===== src/shared/gwsr_pkg.sv =====
/*
 * gwsr_pkg: constants and carrier types for the wake-status register block.
 * Assumes a 32-bit classic Wishbone slave port where each register takes one word;
 * a register's byte address is four times its index.
 */
package gwsr_pkg;

    // ------------------------------------------------------------------
    // register indices (byte address = index * 4)
    // ------------------------------------------------------------------
    localparam logic [9:0] IDX_GLOBAL_EN   = 10'h002;
    localparam logic [9:0] IDX_STS_1X      = 10'h005;
    localparam logic [9:0] IDX_STS_2X      = 10'h006;
    localparam logic [9:0] IDX_STS_MIXED   = 10'h007;
    localparam logic [9:0] IDX_STS_5X      = 10'h080;
    localparam logic [9:0] IDX_EN_1X       = 10'h00B;
    localparam logic [9:0] IDX_EN_2X       = 10'h00C;
    localparam logic [9:0] IDX_EN_MIXED    = 10'h00D;
    localparam logic [9:0] IDX_EN_5X       = 10'h00E;
    localparam logic [9:0] IDX_IRQ_STS     = 10'h010;
    localparam logic [9:0] IDX_IRQ_MASK    = 10'h011;

    // ------------------------------------------------------------------
    // field positions and values after reset
    // ------------------------------------------------------------------
    localparam int         GLOBAL_EN_BIT   = 0;
    localparam logic [7:0] STS_RST         = 8'h00;
    localparam logic [7:0] EN_RST          = 8'h00;
    localparam logic       GLOBAL_EN_RST   = 1'b0;
    localparam logic [3:0] IRQ_STS_RST     = 4'h0;
    localparam logic [3:0] IRQ_MASK_RST    = 4'h0;

    // ------------------------------------------------------------------
    // cycle counts
    // ------------------------------------------------------------------
    localparam logic [1:0] SYNC_PRIME_CNT  = 2'h3;  // cycles until edge detect is valid

    // ------------------------------------------------------------------
    // carrier: one byte per wake-status group, bit n = pin n of the group
    // ------------------------------------------------------------------
    typedef struct packed {
        logic [7:0] pins_5x;      // gpin_5_0 .. gpin_5_7
        logic [7:0] pins_mixed;   // gpin_3_0..3_3, gpin_4_1, gpin_4_3, gpin_6_0, gpin_6_1
        logic [7:0] pins_2x;      // gpin_2_0 .. gpin_2_7
        logic [7:0] pins_1x;      // gpin_1_0 .. gpin_1_7
    } gwsr_pins_t;

endpackage : gwsr_pkg

===== src/rtl/gwsr_edge_sync.sv =====
/*
 * gwsr_edge_sync: two-flop synchroniser and rising-edge detector per pin.
 * Assumes pins are asynchronous to clk_i; rst_i is synchronous, active high.
 */
`timescale 1ns/1ps
`default_nettype none

module gwsr_edge_sync #(
    parameter int W = 32
) (
    input  wire logic         clk_i,
    input  wire logic         rst_i,
    input  wire logic [W-1:0] pins_i,
    output logic      [W-1:0] rise_o
);

    logic [W-1:0] meta_q;
    logic [W-1:0] sync_q;
    logic [W-1:0] prev_q;
    logic [1:0]   prime_q;
    logic [1:0]   prime_d;

    // ------------------------------------------------------------------
    // priming counter
    // ------------------------------------------------------------------
    // edges are masked until prev_q holds real pin history, so a pin that
    // is already high at reset release does not fake a wake event
    always_comb begin
        prime_d = prime_q;
        if (prime_q != gwsr_pkg::SYNC_PRIME_CNT) begin
            prime_d = prime_q + 2'h1;
        end
    end

    always_ff @(posedge clk_i) begin
        if (rst_i) begin
            prime_q <= 2'h0;
        end else begin
            prime_q <= prime_d;
        end
    end

    // ------------------------------------------------------------------
    // per-pin synchroniser; meta_q feeds sync_q only
    // ------------------------------------------------------------------
    for (genvar i = 0; i < W; i++) begin : g_pin
        always_ff @(posedge clk_i) begin
            meta_q[i] <= pins_i[i];
            sync_q[i] <= meta_q[i];
            prev_q[i] <= sync_q[i];
        end
        assign rise_o[i] = sync_q[i] & ~prev_q[i] & (prime_q == gwsr_pkg::SYNC_PRIME_CNT);
    end

endmodule : gwsr_edge_sync

`default_nettype wire


===== src/rtl/gwsr_top.sv =====
/*
 * gwsr_top: sticky wake-status registers for thirty-two general-purpose pins,
 * per-source and global wake enables, active-low wake output, and an
 * interrupt summarising new wake events, behind a classic Wishbone slave.
 * Assumes: clk_i 50 MHz; rst_i (main/soft/hard reset) and standby_por_i are
 * synchronous to clk_i and active high; wake pins are asynchronous.
 */
// Decided for this implementation: the Wishbone slave port.
`timescale 1ns/1ps
`default_nettype none

// Functional notes
// - a wake event on a pin sets its status bit; it stays until cleared
// - status bits record events whatever the per-source and global enables
// - writing one to a status bit clears it; the value is not stored
// - writing zero to a status bit leaves it unchanged
// - main-supply, soft and hard resets leave the status bits untouched
// - the standby power-on reset clears every wake status register to zero
// - index 05 holds pins 1_0 to 1_7 in bits 0 to 7
// - index 06 holds pins 2_0 to 2_7 in bits 0 to 7
// - index 07 holds pins 3_0..3_3, 4_1, 4_3, 6_0, 6_1 in bits 0 to 7
// - index 80 holds pins 5_0 to 5_7 in bits 0 to 7
// - wake output active only for a set, enabled source with global enable set
// - global enable bit 0 allows the wake output when one; resets to zero
module gwsr_top (
    input  wire logic                clk_i,
    input  wire logic                rst_i,
    input  wire logic                standby_por_i,
    input  wire gwsr_pkg::gwsr_pins_t gpin_i,
    // classic Wishbone slave
    input  wire logic                cyc_i,
    input  wire logic                stb_i,
    input  wire logic                we_i,
    input  wire logic [11:0]         adr_i,
    input  wire logic [3:0]          sel_i,
    input  wire logic [31:0]         dat_i,
    output logic      [31:0]         dat_o,
    output logic                     ack_o,
    // wake and interrupt outputs
    output logic                     wake_event_out_n_o,
    output logic                     irq_o
);

    localparam int NGRP = 4;

    // ------------------------------------------------------------------
    // state
    // ------------------------------------------------------------------
    logic [NGRP-1:0][7:0] sts_q, sts_d;     // wake status, index by group
    logic [NGRP-1:0][7:0] en_q, en_d;       // per-source enables
    logic                 gen_q, gen_d;     // global wake enable
    logic [NGRP-1:0]      irq_sts_q, irq_sts_d;
    logic [NGRP-1:0]      irq_mask_q, irq_mask_d;
    logic                 ack_q, ack_d;
    logic [31:0]          dat_q, dat_d;
    logic                 wake_n_q, wake_n_d;
    logic                 irq_q, irq_d;

    logic [NGRP-1:0][7:0] ev;               // one-cycle rising-edge events
    logic [NGRP-1:0][7:0] clr;              // write-one-to-clear strobes
    logic [NGRP-1:0]      grp_ev;
    logic [NGRP-1:0]      irq_rdclr;
    logic                 sync_rst;
    logic [9:0]           idx;
    logic                 req;
    logic                 wr_ack;
    logic                 rd_ack;
    logic [NGRP-1:0]      sts_hit;
    logic [NGRP-1:0]      en_hit;

    // ------------------------------------------------------------------
    // pin synchronisers and edge detect
    // ------------------------------------------------------------------
    assign sync_rst = rst_i | standby_por_i;

    gwsr_edge_sync #(
        .W (32)
    ) u_sync (
        .clk_i  (clk_i),
        .rst_i  (sync_rst),
        .pins_i (gpin_i),
        .rise_o (ev)
    );

    // ------------------------------------------------------------------
    // bus decode
    // ------------------------------------------------------------------
    // write and read-clear take effect on the ack edge only, so a held
    // request cannot act twice
    assign idx    = adr_i[11:2];
    assign req    = cyc_i & stb_i;
    assign wr_ack = req & ack_q & we_i & sel_i[0];
    assign rd_ack = req & ack_q & ~we_i;

    assign sts_hit[0] = (idx == gwsr_pkg::IDX_STS_1X);
    assign sts_hit[1] = (idx == gwsr_pkg::IDX_STS_2X);
    assign sts_hit[2] = (idx == gwsr_pkg::IDX_STS_MIXED);
    assign sts_hit[3] = (idx == gwsr_pkg::IDX_STS_5X);
    assign en_hit[0]  = (idx == gwsr_pkg::IDX_EN_1X);
    assign en_hit[1]  = (idx == gwsr_pkg::IDX_EN_2X);
    assign en_hit[2]  = (idx == gwsr_pkg::IDX_EN_MIXED);
    assign en_hit[3]  = (idx == gwsr_pkg::IDX_EN_5X);

    // ------------------------------------------------------------------
    // wake status and enables, one group per generate pass
    // ------------------------------------------------------------------
    for (genvar g = 0; g < NGRP; g++) begin : g_grp
        // only ones in the write data clear; zeros are ignored
        assign clr[g]    = (wr_ack && sts_hit[g]) ? dat_i[7:0] : 8'h00;
        assign grp_ev[g] = |ev[g];

        always_comb begin
            // event wins over a clear in the same cycle; enables not consulted
            sts_d[g] = (sts_q[g] & ~clr[g]) | ev[g];
            en_d[g]  = en_q[g];
            if (wr_ack && en_hit[g]) begin
                en_d[g] = dat_i[7:0];
            end
        end

        // only the standby reset touches these; rst_i is deliberately absent
        always_ff @(posedge clk_i) begin
            if (standby_por_i) begin
                sts_q[g] <= gwsr_pkg::STS_RST;
                en_q[g]  <= gwsr_pkg::EN_RST;
            end else begin
                sts_q[g] <= sts_d[g];
                en_q[g]  <= en_d[g];
            end
        end
    end

    // ------------------------------------------------------------------
    // global wake enable
    // ------------------------------------------------------------------
    always_comb begin
        gen_d = gen_q;
        if (wr_ack && idx == gwsr_pkg::IDX_GLOBAL_EN) begin
            gen_d = dat_i[gwsr_pkg::GLOBAL_EN_BIT];
        end
    end

    always_ff @(posedge clk_i) begin
        if (standby_por_i) begin
            gen_q <= gwsr_pkg::GLOBAL_EN_RST;
        end else begin
            gen_q <= gen_d;
        end
    end

    // ------------------------------------------------------------------
    // interrupt status, mask and read data
    // ------------------------------------------------------------------
    // read-clear drops only the bits that were returned, so an event that
    // lands between capture and ack is kept for the next read
    assign irq_rdclr = (rd_ack && idx == gwsr_pkg::IDX_IRQ_STS) ? dat_q[NGRP-1:0] : '0;

    always_comb begin
        irq_sts_d  = (irq_sts_q & ~irq_rdclr) | grp_ev;
        irq_mask_d = irq_mask_q;
        if (wr_ack && idx == gwsr_pkg::IDX_IRQ_MASK) begin
            irq_mask_d = dat_i[NGRP-1:0];
        end
        ack_d = req & ~ack_q;
        dat_d = dat_q;
        if (req && !ack_q) begin
            dat_d = 32'h0000_0000;   // unmapped and reserved bits read zero
            if (idx == gwsr_pkg::IDX_GLOBAL_EN) begin
                dat_d[gwsr_pkg::GLOBAL_EN_BIT] = gen_q;
            end else if (idx == gwsr_pkg::IDX_IRQ_STS) begin
                dat_d[NGRP-1:0] = irq_sts_q;
            end else if (idx == gwsr_pkg::IDX_IRQ_MASK) begin
                dat_d[NGRP-1:0] = irq_mask_q;
            end else begin
                for (int k = 0; k < NGRP; k++) begin
                    if (sts_hit[k]) begin
                        dat_d[7:0] = sts_q[k];
                    end
                    if (en_hit[k]) begin
                        dat_d[7:0] = en_q[k];
                    end
                end
            end
        end
        // enabled source, set status and global enable all needed
        wake_n_d = ~(gen_q & (|(sts_q & en_q)));
        irq_d    = |(irq_sts_q & irq_mask_q);
    end

    always_ff @(posedge clk_i) begin
        if (rst_i) begin
            irq_sts_q  <= gwsr_pkg::IRQ_STS_RST;
            irq_mask_q <= gwsr_pkg::IRQ_MASK_RST;
            ack_q      <= 1'b0;
            dat_q      <= 32'h0000_0000;
            wake_n_q   <= 1'b1;
            irq_q      <= 1'b0;
        end else begin
            irq_sts_q  <= irq_sts_d;
            irq_mask_q <= irq_mask_d;
            ack_q      <= ack_d;
            dat_q      <= dat_d;
            wake_n_q   <= wake_n_d;
            irq_q      <= irq_d;
        end
    end

    assign dat_o              = dat_q;
    assign ack_o              = ack_q;
    assign wake_event_out_n_o = wake_n_q;
    assign irq_o              = irq_q;
endmodule : gwsr_top

`default_nettype wire


===== config.mk =====
export PLATFORM = sky130hd
export DESIGN_NAME = gwsr_top
export DESIGN_NICKNAME = d
export VERILOG_FILES = /design/src/shared/gwsr_pkg.sv /design/src/rtl/gwsr_edge_sync.sv /design/src/rtl/gwsr_top.sv
export SDC_FILE = /design/constraint.sdc
export NUM_CORES = 1
export LEC_CHECK = 0
export BUFFER_PORTS_ARGS = -buffer_cell sky130_fd_sc_hd__buf_4
export CAP_MARGIN = 30
export CORE_MARGIN = 4
export CORE_UTILIZATION = 49
export DETAILED_ROUTE_END_ITERATION = 7
export PLACE_DENSITY = 0.8
export SYNTH_ARGS = -nofsm -noshare
export SYNTH_HDL_FRONTEND = slang
export SYNTH_SLANG_ARGS = --single-unit

===== constraint.sdc =====
create_clock -name clk_i -period 1.5 [get_ports clk_i]
set_input_delay 0 -clock clk_i [delete_from_list [all_inputs] [get_ports clk_i]]
set_output_delay 0 -clock clk_i [all_outputs]
set_load 0.005 [all_outputs]

==> flow_summary.json <==
{
  "outcome": "complete, but fails checks",
  "violations": "setup timing",
  "antenna_cells": 0,
  "cp_common_cell": "buf_6",
  "ys_types": 64,
  "holdCritPathClass": "in2reg",
  "synth_seq_cells": 182,
  "internal_power_mw": 7.83,
  "tightest_slew_ps": 555,
  "cp-startpoint": "ack_o",
  "timing.hold.ws_ps": 72.7,
  "wl_mm": 22.3,
  "power_frac_seq_pct": 49.1,
  "track_usage_pct": 29.7,
  "final_core_util_pct": 72.2,
  "rows": 41,
  "post-route-period-util_pct": 106,
  "final_common_cell": "dfxtp_1",
  "num_io_pins": 121,
  "dp_hpwl_mm": 15.3,
  "reg2reg_depth": 8,
  "coreArea_mm2": 0.0128,
  "cts_made_buffers": 17,
  "area_growth_pct": 42.0,
  "port_buffers": 67,
  "worstPathCellList": "buf_6, nand3_2, nor2_4, buf_12, nand3_1, buf_6, o21ai_2, a21oi_1",
  "gp_congestion": 0.950,
  "cp_slowest_cell": "dfxtp_2",
  "setup_viol": 36,
  "cp_max_fo": 8,
  "nets": 954,
  "fmax_mhz": 631,
  "placed_area_mm2": 0.00784,
  "worst_ep_arrival_time_ps": 1900,
  "syn_avg_cell_area_um2": 9.88,
  "cts_tree": "done",
  "dieWidth_um": 123,
  "finalInstanceArea_mm2": 0.00926,
  "drt-pass1-iter-count": 5,
  "end_kind": "register",
  "antenna_found_initial": 0,
  "yosysSeqAreaShare_pct": 55.9,
  "cp-endpoint": "sts_q[10]",
  "clk_path_buf_depth": 2,
  "fillCellCount": 911,
  "netlist_instances": 660,
  "synth_area_leaders": "dfxtp_1, a21oi_1, nand3b_1",
  "overflow": 0,
  "r2r_end": "sts_q[10]",
  "htreeDepth": 4,
  "grt_max_degree": 32,
  "crit_type": "reg2reg",
  "yosys.area.top_type": "dfxtp_1",
  "slew_headroom_pct": 62.7,
  "cp_slowest_stage_delay_ps": 370,
  "clkSinkCount": 182,
  "rsz0062_at_grt": "yes",
  "drv_cap": 0,
  "drt_iter0_drc": 688,
  "clkTransAtPathRegs_ps": 70,
  "grt_pass1_wl_mm": 33.8,
  "leakage_nw": 3.76,
  "synthDominantCellAreaShare_pct": 55.9,
  "drc_errors": 0,
  "vdd_ir_drop_max_v": 0.00114,
  "regArea_mm2": 0.00365,
  "vias_per_cell": 5.70,
  "async_flop_share_pct": 0,
  "initial_core_util_pct": 50.8,
  "mostFrequentLayoutCells": "dfxtp_1, buf_4, a21oi_1",
  "clock_latency_ps": 430,
  "slew_violations": 0,
  "die_h_um": 123,
  "wl_per_cell_um": 21.2,
  "synth-main-ff-cell": "dfxtp_1",
  "crit_required_ps": 1810,
  "p_switching_mw": 2.44,
  "finClkSkew_ps": 13.9,
  "finalHoldViolCount": 0,
  "multi_input_area_mm2": 0.00285,
  "grt_pass1_vias": 6102,
  "num_vias": 5989,
  "worst_setup_path_start_kind": "register",
  "powerDensity_mw_per_mm2": 1110,
  "drive_above_1_share_pct": 31.1,
  "final.min_clock_period_ps": 1590,
  "synth_edf_count": 0,
  "p_comb_share_pct": 5.9,
  "rrSetupSlack_ps": -90,
  "synth_warnings": 0,
  "netlist_area_mm2": 0.00652,
  "die_area_mm2": 0.0152,
  "power.share.clock_pct": 45.1,
  "r2r_start": "ack_o",
  "sw_frac_of_total_pct": 23.8,
  "final_antenna_net_count": 0,
  "setup_slack_ps": -85.1,
  "ctsRootBufferMaster": "clkbuf_16"
}
## through the flow
| stage | setup WS, ps | total power [mW] | TNS (ps) | instances |
|---|---|---|---|---|
| 2_1_floorplan | -43.1 | 5.34 | -144 | 683 |
| 3_3_place_gp | -333 | 5.58 | -13730 | 966 |
| 3_5_place_dp | -305 | 5.60 | -14160 | 966 |
| 4_1_cts | 0.546 | 10.2 | 0 | 1047 |
| 5_1_grt | -142 | 10.5 | -4570 | 1051 |
| 6_report | -85.1 | 10.3 | -1200 | 1051 |
## layer usage
layer,up-vias,GRT usage [%],routed length [um]
met1,2828,38.8,9080
li1,2767,-,-
met5,-,0,0
met2,333,48.3,10400
met3,61,6.50,1940
met4,0,11.2,837
## worst max-delay path, delay by kind of cell (launching register included)
family                 cells  cell delay, ps
buffers and inverters      3             450
AND/OR/NAND/NOR            3             380
flip-flops                 1             370
AO/OA/AOI/OAI              2             260
## how the worst min path moves through the flow
stage | to | cells past startpoint | startpoint
after floorplan | u_sync.meta_q[0] | 0 | gpin_i[0]
after global routing | dat_o[0] | 4 | adr_i[4]
final | dat_o[0] | 4 | adr_i[4]
after CTS | dat_o[0] | 4 | adr_i[4]
after global placement | u_sync.meta_q[17] | 1 | gpin_i[17]
after detailed placement | u_sync.meta_q[8] | 1 | gpin_i[8]
## flip-flops by register name, summed over array words and instances (netlist names)
register,cells
en_q,32
sts_q,32
u_sync.meta_q,32
u_sync.prev_q,32
u_sync.sync_q,32
dat_o,8
irq_mask_q,4
irq_sts_q,4
u_sync.prime_q,2
ack_o,1
gen_q,1
irq_o,1
wake_event_out_n_o,1
## power by group through the flow
| stage | Combinational [mW] | Sequential, mW | Clock (mW) |
|---|---|---|---|
| 2_1_floorplan | 0.225 | 5.12 | 0 |
| 3_3_place_gp | 0.455 | 5.13 | 0 |
| 3_5_place_dp | 0.459 | 5.14 | 0 |
| 4_1_cts | 0.564 | 5.03 | 4.63 |
| 5_1_grt | 0.644 | 5.05 | 4.85 |
| 6_report | 0.604 | 5.04 | 4.63 |
## synth_stat cells, types with 3 or more instances
cell       number
a2111oi_0       3
nand2b_1        3
o221ai_1        3
a211oi_1        5
nor3_1         10
mux2i_1        15
a21oi_1        66
a32o_1          4
a22o_1          9
o21ai_0        37
nand3b_1       32
buf_2           8
o21ai_1         4
and2_1          5
a22oi_1        15
buf_4          26
a221oi_1        5
nand3_1        32
or3_1           3
nor2b_1         5
nor4_1          4
nor3_2          3
nor2_1         22
o22ai_1         5
inv_1          12
dfxtp_1       182
o211ai_1        3
clkbuf_1       20
nand4_1        15
nand2_1        58
nand2_2         3
## cell families after synthesis
logic type / count (synthesis) / share of synthesized area, %
flip-flops: 182 / 55.9
other: 1 / 0.0575
AO/OA/AOI/OAI: 174 / 16.6
AND/OR/NAND/NOR: 215 / 18.6
buffers and inverters: 68 / 5.68
adder cells (fa/ha/maj): 1 / 0.192
multiplexers: 17 / 2.65
XOR/XNOR: 2 / 0.269
## layout make-up
| class | instances | area share (%) |
|---|---|---|
| sequential | 182 | 39.4 |
| clock buffer | 17 | 4.60 |
| tap | 172 | 2.33 |
| clock inverter | 14 | 1.95 |
| timing repair buffer | 221 | 20.5 |
| inverter | 12 | 0.487 |
| multi-input combinational | 433 | 30.7 |
## what timing repair did
action	CTS	global route
hold endpoints to repair	96	0
hold buffers	42	0
setup endpoints to repair	31	56
setup buffers	7	3
pin swaps	15	13
gates resized for setup	20	74
cloned	1	1
Note: power is estimated with default switching activity, not from simulation.
